**config.mk**
```make
export PLATFORM = sky130hd
export DESIGN_NAME = lcpm_regs
export DESIGN_NICKNAME = d
export VERILOG_FILES = /design/src/hdl/lcpm_pkg.sv /design/src/hdl/lcpm_speed_ctl.sv /design/src/hdl/lcpm_regs.sv
export VERILOG_INCLUDE_DIRS = /design/src /design/src/hdl
export SDC_FILE = /design/constraint.sdc
export NUM_CORES = 1
export LEC_CHECK = 0
export ABC_AREA = 1
export BUFFER_PORTS_ARGS = -buffer_cell sky130_fd_sc_hd__clkbuf_2
export CORE_UTILIZATION = 42
export DETAILED_ROUTE_END_ITERATION = 10
export GPL_ROUTABILITY_DRIVEN = 0
export PLACE_DENSITY = 0.75
export REMOVE_ABC_BUFFERS = 1
export SLEW_MARGIN = 20
export SYNTH_ARGS = -nofsm -noshare
export SYNTH_HDL_FRONTEND = slang
export SYNTH_SLANG_ARGS = --single-unit
```
**constraint.sdc**
```tcl
create_clock -name i_mclk -period 1.2 [get_ports i_mclk]
set_input_delay 0.3 -clock i_mclk [delete_from_list [all_inputs] [get_ports i_mclk]]
set_output_delay 0.3 -clock i_mclk [all_outputs]
set_load 0.005 [all_outputs]
```
**src/hdl/lcpm_consts.svh**
```systemverilog
`ifndef LCPM_CONSTS_SVH
`define LCPM_CONSTS_SVH

// Register indices; the byte address on the bus is four times the index.
`define LCPM_IDX_LINK_CAP2 8'h6C
`define LCPM_IDX_LINK_CTL2 8'h70
`define LCPM_IDX_LINK_STS2 8'h72
`define LCPM_IDX_SLOT_CAP2 8'h74
`define LCPM_IDX_SLOT_CTL2 8'h78
`define LCPM_IDX_SLOT_STS2 8'h7A
`define LCPM_IDX_PM_CAP 8'hC0

// Link control two fields.
`define LCPM_TLS_LSB 0
`define LCPM_TLS_MSB 3
`define LCPM_ENTER_COMPLIANCE_BIT_BIT 4
`define LCPM_AUTONOMOUS_SPEED_INHIBIT_BIT 5
`define LCPM_TLS_RST 4'h0
`define LCPM_TLS_GEN1 4'h1
`define LCPM_TLS_GEN2 4'h2

// Power management capability fields and values.
`define LCPM_CAPABILITY_IDENTIFIER_VAL 8'h01
`define LCPM_NXT_UP 8'h00
`define LCPM_NXT_DOWN 8'hD0
`define LCPM_VER_VAL 3'h3
`define LCPM_WAKECLK_VAL 1'h0
`define LCPM_SPECIAL_INIT_FLAG_RST 1'h0
`define LCPM_AUX_VAL 3'h0
`define LCPM_D1_VAL 1'h0
`define LCPM_D2_VAL 1'h0
`define LCPM_PME_RST 5'h19
`define LCPM_SPECIAL_INIT_FLAG_BIT 21
`define LCPM_PME_LSB 27

`endif

```
**src/hdl/lcpm_pkg.sv**
```systemverilog
package lcpm_pkg;

    typedef enum logic [1:0] {
        LCPM_SPD_NONE,
        LCPM_SPD_2G5,
        LCPM_SPD_5G0
    } lcpm_speed_t;

    typedef enum logic {
        LCPM_APB_IDLE,
        LCPM_APB_ANSWER
    } lcpm_apb_state_t;

endpackage

```
**src/hdl/lcpm_speed_ctl.sv**
```systemverilog
`timescale 1ns/1ps
`include "lcpm_consts.svh"

module lcpm_speed_ctl #(
    parameter lcpm_pkg::lcpm_speed_t MAX_SPEED = lcpm_pkg::LCPM_SPD_2G5
) (
    input wire logic i_mclk,
    input wire logic i_rst,
    input wire logic i_downstream,
    input wire logic [3:0] i_tls,
    input wire logic i_enter_compliance_bit,
    input wire logic i_autonomous_speed_inhibit,
    input wire logic i_d3cold,
    input wire logic i_pme_msg_in,
    input wire logic i_auto_change_req,
    input wire logic i_downshift_req,
    output lcpm_pkg::lcpm_speed_t o_adv_speed,
    output lcpm_pkg::lcpm_speed_t o_compliance_speed,
    output logic o_enter_compliance,
    output logic o_speed_change_grant,
    output logic o_pme_fwd
);

    function automatic lcpm_pkg::lcpm_speed_t decode_speed(input logic [3:0] code);
        case (code)
            `LCPM_TLS_GEN1: decode_speed = lcpm_pkg::LCPM_SPD_2G5;
            `LCPM_TLS_GEN2: decode_speed = lcpm_pkg::LCPM_SPD_5G0;
            default: decode_speed = lcpm_pkg::LCPM_SPD_NONE;
        endcase
    endfunction

    wire lcpm_pkg::lcpm_speed_t tls_speed = decode_speed(i_tls);
    wire tls_below_max = (tls_speed != lcpm_pkg::LCPM_SPD_NONE) && (tls_speed < MAX_SPEED);
    wire lcpm_pkg::lcpm_speed_t adv_nxt = (i_downstream && tls_below_max) ? tls_speed : MAX_SPEED;
    wire grant_nxt = i_downshift_req || (i_auto_change_req && !i_autonomous_speed_inhibit);

    always_ff @(posedge i_mclk) begin
        if (i_rst) begin
            o_adv_speed <= lcpm_pkg::LCPM_SPD_NONE;
            o_compliance_speed <= lcpm_pkg::LCPM_SPD_NONE;
            o_enter_compliance <= 1'b0;
            o_speed_change_grant <= 1'b0;
            o_pme_fwd <= 1'b0;
        end else begin
            o_adv_speed <= adv_nxt;
            o_compliance_speed <= tls_speed;
            o_enter_compliance <= i_enter_compliance_bit;
            o_speed_change_grant <= grant_nxt;
            o_pme_fwd <= i_pme_msg_in && !i_d3cold;
        end
    end

endmodule

```
**src/hdl/lcpm_regs.sv**
```systemverilog
// Overview of operation
// - Downstream ports cap advertised speed at target.
// - Target code 1 is 2.5G, 2 is 5G.
// - Target speed is the compliance mode speed.
// - Speed inhibit allows only reliability downshifts.
// - Legacy mode: speed control fields read zero.
// - Capability identifier reads fixed one.
// - Next link defaults zero upstream, D0 downstream.
// - Version field reads three.
// - Wake clock flag reads zero.
// - Special init flag defaults to zero.
// - Aux current field reads zero.
// - D1 and D2 support read zero.
// - Wake capable states default 0b11001.
// - No wake message forwarding in D3cold.
//
// Our own choice: the APB slave port.
`timescale 1ns/1ps
`include "lcpm_consts.svh"

module lcpm_regs #(
    parameter int ADDR_W = 12,
    parameter lcpm_pkg::lcpm_speed_t MAX_SPEED = lcpm_pkg::LCPM_SPD_2G5
) (
    input wire logic i_mclk,
    input wire logic i_rst,
    input wire logic i_hot_rst,
    input wire logic i_psel,
    input wire logic i_penable,
    input wire logic i_pwrite,
    input wire logic [ADDR_W-1:0] i_paddr,
    input wire logic [31:0] i_pwdata,
    input wire logic [3:0] i_pstrb,
    output logic o_pready,
    output logic [31:0] o_prdata,
    output logic o_pslverr,
    input wire logic i_downstream_pin,
    input wire logic i_legacy_pin,
    input wire logic i_cfg_unlock,
    input wire logic i_d3cold,
    input wire logic i_pme_msg_in,
    input wire logic i_auto_change_req,
    input wire logic i_downshift_req,
    output lcpm_pkg::lcpm_speed_t o_adv_speed,
    output lcpm_pkg::lcpm_speed_t o_compliance_speed,
    output logic o_enter_compliance,
    output logic o_speed_change_grant,
    output logic o_pme_fwd
);

    function automatic logic [ADDR_W-1:0] byte_addr(input logic [7:0] idx);
        byte_addr = ADDR_W'({idx, 2'b00});
    endfunction

    function automatic logic is_addr(input logic [ADDR_W-1:0] a, input logic [7:0] idx);
        is_addr = (a == byte_addr(idx));
    endfunction

    // Pin synchronisers: the value moves once the second and third stage agree.
    logic [2:0] ds_sync_r;
    logic [2:0] lg_sync_r;
    logic ds_r;
    logic legacy_r;

    always_ff @(posedge i_mclk) begin
        if (i_rst) begin
            ds_sync_r <= 3'h0;
            lg_sync_r <= 3'h0;
        end else begin
            ds_sync_r <= {ds_sync_r[1:0], i_downstream_pin};
            lg_sync_r <= {lg_sync_r[1:0], i_legacy_pin};
        end
    end

    wire ds_nxt = (ds_sync_r[1] == ds_sync_r[2]) ? ds_sync_r[2] : ds_r;
    wire legacy_nxt = (lg_sync_r[1] == lg_sync_r[2]) ? lg_sync_r[2] : legacy_r;

    always_ff @(posedge i_mclk) begin
        if (i_rst) begin
            ds_r <= 1'b0;
            legacy_r <= 1'b0;
        end else begin
            ds_r <= ds_nxt;
            legacy_r <= legacy_nxt;
        end
    end

    // Bus slave: one wait state, answer in the second access cycle.
    lcpm_pkg::lcpm_apb_state_t state_r;
    lcpm_pkg::lcpm_apb_state_t state_nxt;

    wire hit_lcap2 = is_addr(i_paddr, `LCPM_IDX_LINK_CAP2);
    wire hit_lctl2 = is_addr(i_paddr, `LCPM_IDX_LINK_CTL2);
    wire hit_lsts2 = is_addr(i_paddr, `LCPM_IDX_LINK_STS2);
    wire hit_scap2 = is_addr(i_paddr, `LCPM_IDX_SLOT_CAP2);
    wire hit_sctl2 = is_addr(i_paddr, `LCPM_IDX_SLOT_CTL2);
    wire hit_ssts2 = is_addr(i_paddr, `LCPM_IDX_SLOT_STS2);
    wire hit_power_mgmt_capabilities = is_addr(i_paddr, `LCPM_IDX_PM_CAP);
    wire hit_rsvd = hit_lcap2 || hit_lsts2 || hit_scap2 || hit_sctl2 || hit_ssts2;
    wire hit_any = hit_rsvd || hit_lctl2 || hit_power_mgmt_capabilities;
    wire access = i_psel && i_penable;
    wire capture = access && (state_r == lcpm_pkg::LCPM_APB_IDLE);
    wire commit = access && (state_r == lcpm_pkg::LCPM_APB_ANSWER);
    wire wr_fire = commit && i_pwrite;
    wire wr_ctl = wr_fire && hit_lctl2 && i_pstrb[0] && !legacy_r;
    wire wr_pm_nxt = wr_fire && hit_power_mgmt_capabilities && i_pstrb[1] && i_cfg_unlock;
    wire wr_pm_hi = wr_fire && hit_power_mgmt_capabilities && i_cfg_unlock;

    always_comb begin
        case (state_r)
            lcpm_pkg::LCPM_APB_IDLE: state_nxt = capture ? lcpm_pkg::LCPM_APB_ANSWER : lcpm_pkg::LCPM_APB_IDLE;
            lcpm_pkg::LCPM_APB_ANSWER: state_nxt = lcpm_pkg::LCPM_APB_IDLE;
            default: state_nxt = lcpm_pkg::LCPM_APB_IDLE;
        endcase
    end

    // Link control two storage; enter compliance survives hot reset.
    logic [3:0] tls_r;
    logic enter_compliance_bit_r;
    logic autonomous_speed_inhibit_r;

    always_ff @(posedge i_mclk) begin
        if (i_rst || i_hot_rst) begin
            tls_r <= `LCPM_TLS_RST;
            autonomous_speed_inhibit_r <= 1'b0;
        end else if (wr_ctl) begin
            tls_r <= i_pwdata[`LCPM_TLS_MSB:`LCPM_TLS_LSB];
            autonomous_speed_inhibit_r <= i_pwdata[`LCPM_AUTONOMOUS_SPEED_INHIBIT_BIT];
        end
    end

    always_ff @(posedge i_mclk) begin
        if (i_rst) begin
            enter_compliance_bit_r <= 1'b0;
        end else if (wr_ctl) begin
            enter_compliance_bit_r <= i_pwdata[`LCPM_ENTER_COMPLIANCE_BIT_BIT];
        end
    end

    wire [3:0] tls_eff = legacy_r ? 4'h0 : tls_r;
    wire enter_compliance_bit_eff = legacy_r ? 1'b0 : enter_compliance_bit_r;
    wire autonomous_speed_inhibit_eff = legacy_r ? 1'b0 : autonomous_speed_inhibit_r;
    wire [31:0] rd_lctl2 = {26'h0, autonomous_speed_inhibit_eff, enter_compliance_bit_eff, tls_eff};

    // Power management capability loadable fields.
    logic [7:0] nxt_r;
    logic nxt_set_r;
    logic special_init_flag_r;
    logic [4:0] pme_r;

    always_ff @(posedge i_mclk) begin
        if (i_rst) begin
            nxt_r <= `LCPM_NXT_UP;
            nxt_set_r <= 1'b0;
        end else if (wr_pm_nxt) begin
            nxt_r <= i_pwdata[15:8];
            nxt_set_r <= 1'b1;
        end
    end

    always_ff @(posedge i_mclk) begin
        if (i_rst) begin
            special_init_flag_r <= `LCPM_SPECIAL_INIT_FLAG_RST;
            pme_r <= `LCPM_PME_RST;
        end else begin
            if (wr_pm_hi && i_pstrb[2]) begin
                special_init_flag_r <= i_pwdata[`LCPM_SPECIAL_INIT_FLAG_BIT];
            end
            if (wr_pm_hi && i_pstrb[3]) begin
                pme_r <= i_pwdata[31:`LCPM_PME_LSB];
            end
        end
    end

    wire [7:0] nxt_dflt = ds_r ? `LCPM_NXT_DOWN : `LCPM_NXT_UP;
    wire [7:0] nxt_eff = nxt_set_r ? nxt_r : nxt_dflt;
    wire [31:0] rd_power_mgmt_capabilities = {pme_r, `LCPM_D2_VAL, `LCPM_D1_VAL, `LCPM_AUX_VAL,
                            special_init_flag_r, 1'b0, `LCPM_WAKECLK_VAL, `LCPM_VER_VAL,
                            nxt_eff, `LCPM_CAPABILITY_IDENTIFIER_VAL};
    wire [31:0] rd_mux = hit_lctl2 ? rd_lctl2 : (hit_power_mgmt_capabilities ? rd_power_mgmt_capabilities : 32'h0);

    always_ff @(posedge i_mclk) begin
        if (i_rst) begin
            state_r <= lcpm_pkg::LCPM_APB_IDLE;
            o_pready <= 1'b0;
            o_prdata <= 32'h0;
            o_pslverr <= 1'b0;
        end else begin
            state_r <= state_nxt;
            o_pready <= capture;
            o_prdata <= (capture && !i_pwrite) ? rd_mux : 32'h0;
            o_pslverr <= capture && !hit_any;
        end
    end

    lcpm_speed_ctl #(
        .MAX_SPEED(MAX_SPEED)
    ) lcpm_speed_ctl_i (
        .i_mclk(i_mclk),
        .i_rst(i_rst),
        .i_downstream(ds_r),
        .i_tls(tls_eff),
        .i_enter_compliance_bit(enter_compliance_bit_eff),
        .i_autonomous_speed_inhibit(autonomous_speed_inhibit_eff),
        .i_d3cold(i_d3cold),
        .i_pme_msg_in(i_pme_msg_in),
        .i_auto_change_req(i_auto_change_req),
        .i_downshift_req(i_downshift_req),
        .o_adv_speed(o_adv_speed),
        .o_compliance_speed(o_compliance_speed),
        .o_enter_compliance(o_enter_compliance),
        .o_speed_change_grant(o_speed_change_grant),
        .o_pme_fwd(o_pme_fwd)
    );
endmodule

```
==> results of run 1 <==
-- worst max-delay path: cells and delay by family, from the launching register on --
| family | cells | cell delay (ns) |
|---|---|---|
| and+or+nand+nor | 6 | 0.75 |
| DFF | 1 | 0.34 |
| AOI/OAI and AO/OA | 1 | 0.09 |
-- sequential cells by signal, indices dropped and copies added (netlist names), 2 cells and up --
signal	cells
o_prdata	21
nxt_r	8
pme_r	5
tls_r	4
ds_sync_r	3
lg_sync_r	3
lcpm_speed_ctl_i.o_adv_speed	2
lcpm_speed_ctl_i.o_compliance_speed	2
-- how the worst max path moves through the flow --
stage / endpoint / slack, ns / depth (start not counted)
3_5_place_dp: o_prdata[21] / -0.17 / 8
5_1_grt: o_prdata[8] / -0.11 / 7
6_report: o_prdata[8] / -0.04 / 7
3_3_place_gp: o_prdata[31] / -0.15 / 8
2_1_floorplan: nxt_r[0] / -0.12 / 6
4_1_cts: nxt_r[5] / 0.006 / 6
-- power breakdown --
part           internal, mW  switching, mW
sequential             2.01        0.00681
combinational         0.118          0.136
clock                 0.771          0.692
-- per-layer routing --
| metal | up-vias | track usage [%] | routed length (µm) |
|---|---|---|---|
| met2 | 62 | 27.4 | 2350 |
| li1 | 1131 | - | - |
| met5 | - | 0 | 0 |
| met1 | 935 | 19.6 | 2140 |
| met3 | 6 | 4.24 | 228 |
| met4 | 0 | 9.06 | 80 |
-- layout make-up --
class | count | area share (%)
inverters | 57 | 6.90
clock buffers | 11 | 4.46
clock inverters | 3 | 0.473
flip-flops and latches | 60 | 37.9
well taps | 72 | 2.84
repair buffers | 95 | 16.3
multi-input cells | 188 | 31.2
-- cell usage in the layout (no fill, tap or decap), types with 4 or more instances in the layout --
cell type	instances
sky130_fd_sc_hd__a21oi_1	5
sky130_fd_sc_hd__buf_4	16
sky130_fd_sc_hd__clkbuf_2	79
sky130_fd_sc_hd__clkbuf_8	10
sky130_fd_sc_hd__conb_1	11
sky130_fd_sc_hd__dfxtp_1	59
sky130_fd_sc_hd__inv_1	54
sky130_fd_sc_hd__nand2_1	45
sky130_fd_sc_hd__nand3_1	7
sky130_fd_sc_hd__nand3_2	4
sky130_fd_sc_hd__nand4_1	13
sky130_fd_sc_hd__nor2_1	57
sky130_fd_sc_hd__nor2_2	10
sky130_fd_sc_hd__nor2_4	6
sky130_fd_sc_hd__nor3_1	7
-- kinds of logic (layout without fill, tap and decap cells) --
logic type	count (synthesis)	count (layout)
other	1	11
AND/OR/NAND/NOR	161	162
flip-flops	60	60
buffers and inverters	74	166
AO/OA/AOI/OAI	15	15
-- stage by stage --
stage | setup WS, ns | hold WS (ns) | TNS [ns]
after floorplan | -0.119 | 0.369 | -1.61
after global placement | -0.149 | 0.397 | -4.88
after detailed placement | -0.173 | 0.395 | -5.56
after CTS | 0.00646 | 0.119 | 0
after global routing | -0.109 | 0.123 | -2.64
final | -0.0360 | 0.133 | -0.147
-- repair_timing --
action                     4_1_cts  5_1_grt
cloned                           1        0
pin swaps                        1        6
setup buffers                    0        2
setup endpoints to repair        8       40
resized for setup                2       22
==> results.txt, run 1 <==
* Reg-to-Reg Start: state_r
- Across all register-to-register paths, the minimum setup slack is -0.04 ns.
- Largest fanout on the critical path: 7
- Latest clock arrival within the worst-skew pair: 0.32 ns
- Yosys reg bits: 60
* Worst-path clk slew: 0.07 ns
- Critical Path Start: state_r
* Tightest Hold Check Type: primary input to flip-flop
* Synth Cell Area: 0.00239 mm²
- After synthesis, the share of flip-flops with an asynchronous set or reset is 0%.
* Global Route Usage Sum: 16.6%
* Slowest cell on crit path: sky130_fd_sc_hd__dfxtp_2
* Adder and majority cell fraction of the synthesized area: 0%
- The die covers 0.00599 mm².
- The first global-routing pass estimated 7.68 mm of wire.
- Critical path launch point type: flip-flop
* Post-layout min period: 1.24 ns
* Main flop type after synthesis: sky130_fd_sc_hd__dfxtp_1
- Pin placement for this block handled 102 I/O pins.
- Number of pins with negative max-slew slack in the final report: 0
- Summing the areas of all xor and xnor instances in the mapped netlist gives 0% of the synthesized area.
* Number of buffers inserted by hold repair at cts: 0
- Instance area at placement: 0.00291 mm²
* Number of synthesized flops with an enable pin: 0
- Post-synthesis to final-layout area growth: 32.9%
* Pwr per Cell Area: 1180 mW/mm²
* Violated checks: negative setup slack
- The largest single stage delay on the critical path is 0.34 ns.
* Critical path class: flip-flop to flip-flop
* Mux cell area share after synthesis: 0%
* Cells on worst reg2reg path: 7
* Violation count after the first detailed-routing iteration: 52
- Clk buf depth: 2
- DR WL/cell: 9.88 µm
* Top cell type's share of synthesized area: 50.3%
- Sequential cells were found to cover 50.3% of the synthesized design area.
* Final core utilization: 57.6%
* Estimated wirelength of the detail-placed design: 3.55 mm
* Skew final: 0.00658 ns
- Filler cells: 524
* Most used standard cell by instance count after synthesis: sky130_fd_sc_hd__nor2_1
- Across the run, the number of max-cap violations was 0.
- Summing internal, switching and leakage power gives 3.74 mW.
* Cell count after placement: 469
* TritonCTS clock tree: yes
- The finished cells cover 0.00317 mm².
- Initial Util: 43.4%
- The average instance in the mapped netlist occupies 7.68 µm².
- Ranked by total cell area, the synthesized netlist is headed by sky130_fd_sc_hd__dfxtp_1 (50%), sky130_fd_sc_hd__nor2_1 (9.7%), sky130_fd_sc_hd__inv_1 (8.5%).
* Yosys Warn Count: 0
* Post-route worst setup slack: -0.0360 ns
- Of the available clock period, the critical path in the final layout requires 103%.
- Most common cell type on the critical path: sky130_fd_sc_hd__nor2_4
- The net count of the finished layout is 472.
- For the worst setup path, the data required time is 1.45 ns.
- The initial antenna violation count is 0.
* Maximum number of pins on one net before global-route repair: 18
- The worst-case IR drop observed on VDD is 0.000824 V.
* Kind of end point of the critical path: flip-flop
- Width of the chip: 77.4 µm
* Number of rows in the core area: 27
* Flip-flop and latch area: 0.00120 mm²
- Beginning of the worst hold path: i_d3cold
- For this design the static power due to leakage is 1.63 nW.
- Cell chosen for the clock root: sky130_fd_sc_hd__clkbuf_8
- Across all layers, the routed design uses 2134 vias.
- Number of iterations in the first detailed-routing pass: 4
- After global routing the overflow that remains totals 0.
- The run finished, with violations left.
* Vias per cell: 4.39
* Number of failing setup endpoints in the final timing report: 8
* Sinks on Clock Net: 60
- Along the worst hold path, the cell count comes to 2.
* Post-layout instance count excluding filler cells: 486
- By area, the combinational part of the netlist is dominated by simple AND/OR/NAND/NOR gates.
- The die is 77.4 µm tall.
* Antenna cells: 0
* DRC violations left: 0
- The path with the worst hold slack has its endpoint at lcpm_speed_ctl_i.o_pme_fwd.
- Compound-Gate Fraction of Synth Area: 3.51%
- Fraction of layout instances using a drive strength above 1: 35.0%
- For this block, the routed nets add up to 4.80 mm of wire.
- The total area inside the core boundary comes to 0.00551 mm².
* Final-report hold violation count: 0
* Simple-gate area share of the yosys netlist: 32.5%
- Number of clock buffers inserted by TritonCTS: 9
* Highest clock rate: 809 MHz
- Antenna Violating Nets Remaining: 0
- H-Tree Depth: 3
- Crit path DAT: 1.49 ns
- Traced cell by cell, the critical path runs through nor2_4, nand2_2, nor2_4, o21ai_4, nor2_8, nand2_4, nor2_2.
- Area of the multi-input gates: 988 µm²
- Counting every instance in the synthesized netlist gives 311.
* Number of I/O port buffers: 79
* Post-synth top cells: sky130_fd_sc_hd__nor2_1 (62), sky130_fd_sc_hd__dfxtp_1 (60), sky130_fd_sc_hd__inv_1 (54)
- sky130_fd_sc_hd__dfxtp_1 takes more of the synthesized area than any other cell.
- Capture instance of the worst register-to-register path: o_prdata[8]
- Setup repair after global routing could not meet its margin everywhere.
- Via count of the first global-routing pass: 1782
* Number of distinct library cells after synthesis: 25
(Power assumes the default switching activity.)
==> run 2: changes to the inputs <==
--- a/config.mk
+++ b/config.mk
@@ -12,6 +12,7 @@
 export DETAILED_ROUTE_END_ITERATION = 10
 export GPL_ROUTABILITY_DRIVEN = 0
 export PLACE_DENSITY = 0.75
+export RECOVER_POWER = 100
 export REMOVE_ABC_BUFFERS = 1
 export SLEW_MARGIN = 20
 export SYNTH_ARGS = -nofsm -noshare
==> run 2 against run 1 <==
  * The run still ends with negative setup slack left
  * Register-to-register slack about the same
  * Die area is the same
  * Fmax about the same
  * Power down 0.13%
  * Non-clock buffer count stayed put
  * Largest power group unchanged
  * Wire length is 0.44% lower
  * Clock power about the same
  * Sequential share of layout area is essentially flat
  * Global-route usage unchanged
  * Via count fell by 0.52%
  * First-iteration DRC count decreased by 1.9%
  * Sequential power hardly changed
==> results.txt, run 2 (synthesis gave the netlist of run 1 again) <==
- The register with the most flip-flops in the layout has 21 of them.
* Area of the multi-input gates: 988 µm²
- Fraction of layout instances using a drive strength above 1: 34.8%
- The repair_antennas step left the layout with diodes totalling 0.
- Highest clock rate: 809 MHz
- Most common cell after layout, fill and taps aside: sky130_fd_sc_hd__clkbuf_2
* Critical path class: flip-flop to flip-flop
- The initial antenna violation count is 0.
* Combinational cell fraction of total power: 6.8%
- Total Power Consumption: 3.73 mW
- Buffers inserted during clock tree synthesis total 9.
* Final-report hold violation count: 0
- Input and output buffers added on the ports amount to 79.
* Number of pins with negative max-slew slack in the final report: 0
- Max incr delay on CP: 0.34 ns
- Setup repair after global routing could not meet its margin everywhere.
- Post-route standard cell area excluding fillers: 0.00317 mm²
* Max-capacitance violation count: 0
- Latest clock arrival within the worst-skew pair: 0.32 ns
- The die covers 0.00599 mm².
* Clk buf depth: 2
* Number of failing setup endpoints in the final timing report: 5
* Violated checks: negative setup slack
* Maximum number of pins on one net before global-route repair: 18
- The number of global-route vias before repair was 1782.
* Pwr per Cell Area: 1180 mW/mm²
- Register containing the most flip-flops in the final layout: o_prdata
- Setup slack on the critical path of the routed design comes to -0.0353 ns.
* Skew final: 0.00620 ns
- For this run, the detailed router's first-pass iteration total came to 4.
- Post-layout min period: 1.24 ns
- The placed instances occupy a cell area of 0.00291 mm².
- Final core utilization: 57.5%
- Of the available clock period, the critical path in the final layout requires 103%.
- After clock tree synthesis, the clock-pin slew on the worst setup and hold paths is 0.07 ns.
* Kind of end point of the critical path: flip-flop
- Tightest Hold Check Type: primary input to flip-flop
- Vert. Die Dim: 77.4 µm
- The number of placed instances, taps included, is 469.
- TritonCTS clock tree: yes
- Io pins: 102
- Number of buffers inserted by hold repair at cts: 0
- In this run switching power makes up 22.3% of total power.
* Buf+Inv Stages, Crit Path: 0
- The clock net in this run drives a total of 60 sinks.
- Fill cells in the final layout number 526.
- Biggest registers after layout: o_prdata: 21 flops, nxt_r: 8 flops, pme_r: 5 flops
- In this run the remaining antenna-violating nets after routing total 0.
- The final layout contains 472 nets.
* H-Tree Depth: 3
* Sequential share of power: 54.1%
- Flip-flop and latch area: 0.00120 mm²
- In this run the horizontal extent of the chip is 77.4 µm.
* Top cell family by delay on the critical path: simple AND/OR/NAND/NOR gates
- Walking the worst path, the cells encountered are nor2_4, nand2_2, nor2_4, o21ai_4, nor2_8, nand2_4, nor2_2.
- Overall via count from detail_route: 2123
- Most common cell type on the critical path: sky130_fd_sc_hd__nor2_4
- The run finished, with violations left.
* Violation count after the first detailed-routing iteration: 51
- Summed over all layers, the global routing overflow is 0.
- Per report_power, the clock group accounts for 39.1% of the total.
- Core Area: 0.00551 mm²
- Excluding fillers, the count of instances in the completed layout stands at 486.
* Slowest cell on crit path: sky130_fd_sc_hd__dfxtp_2
* Cell chosen for the clock root: sky130_fd_sc_hd__clkbuf_8
- Dividing the detail-routed via count by the number of cells gives 4.37.
* DR WL/cell: 9.83 µm
* Initial Util: 43.4%
- IR analysis of the VDD net gives a maximum drop of 0.000822 V.
- Detailed placement finished with a half-perimeter wire length of 3.55 mm.
- The floorplan has 27 rows.
- The first global-routing pass estimated 7.68 mm of wire.
- Wires add up to 4.78 mm.
* Worst Path Required: 1.45 ns
- Across every metal layer, demand over resource in global routing totals 16.6%.
- In this run the power spent charging and discharging nets is 831 µW.
- Post-synthesis to final-layout area growth: 32.7%
- Largest fanout on the critical path: 7
* Critical path launch point type: flip-flop
* DRC violations left: 0
- Crit path DAT: 1.49 ns
* Static power due to leakage: 1.62 nW
- Commonest cells after routing, fill and taps aside: sky130_fd_sc_hd__clkbuf_2 (79), sky130_fd_sc_hd__dfxtp_1 (59), sky130_fd_sc_hd__nor2_1 (57)
* P_int: 2.90 mW
==> run 2: layout make-up <==
| class | instances | area share, % |
|---|---|---|
| Clock buffer | 11 | 4.46 |
| Clock inverter | 3 | 0.474 |
| Inverter | 57 | 6.91 |
| Sequential cell | 60 | 38.0 |
| Tap cell | 72 | 2.84 |
| Multi-Input combinational cell | 188 | 31.2 |
| Timing Repair Buffer | 95 | 16.2 |
==> run 2: power groups by stage <==
stage                     clock, mW  combinational (mW)  sequential, mW
final                          1.46               0.252            2.02
after global routing           1.58               0.286            2.02
after CTS                      1.50               0.244            2.02
after global placement            0               0.238            2.06
after detailed placement          0               0.241            2.06
after floorplan                   0              0.0917            2.06
==> run 2: per-layer routing <==
layer | track usage, % | wire length [µm] | share of wire, % | vias to the layer above
met4 | 9.06 | 42 | 0.88 | 0
li1 | - | - | - | 1129
met5 | 0 | 0 | 0 | -
met1 | 19.6 | 2140 | 45 | 931
met3 | 4.24 | 229 | 4.8 | 4
met2 | 27.4 | 2370 | 50 | 59
==> run 2: repair_timing <==
action / in CTS / in global routing
pin swaps: 1 / 6
setup endpoints to repair: 8 / 40
cloned: 1 / 0
buffers inserted: 0 / 2
gates resized for setup: 2 / 22
==> run 2: final timing paths <==
kind | slack, ns | end | from | cells past startpoint
setup / recovery | -0.04 | o_prdata[8] | state_r | 7
setup reg to reg | -0.04 | o_prdata[8] | state_r | 7
hold / removal | 0.13 | lcpm_speed_ctl_i.o_pme_fwd | i_d3cold | 2
hold reg to reg | 0.40 | lg_sync_r[1] | lg_sync_r[0] | 2
==> run 2: stage by stage <==
stage                     hold WS [ns]  TNS (ns)  setup WS [ns]
final                            0.133    -0.136        -0.0353
after global routing             0.123     -2.64         -0.109
after CTS                        0.119         0        0.00646
after detailed placement         0.395     -5.56         -0.173
after global placement           0.397     -4.88         -0.149
after floorplan                  0.369     -1.61         -0.119
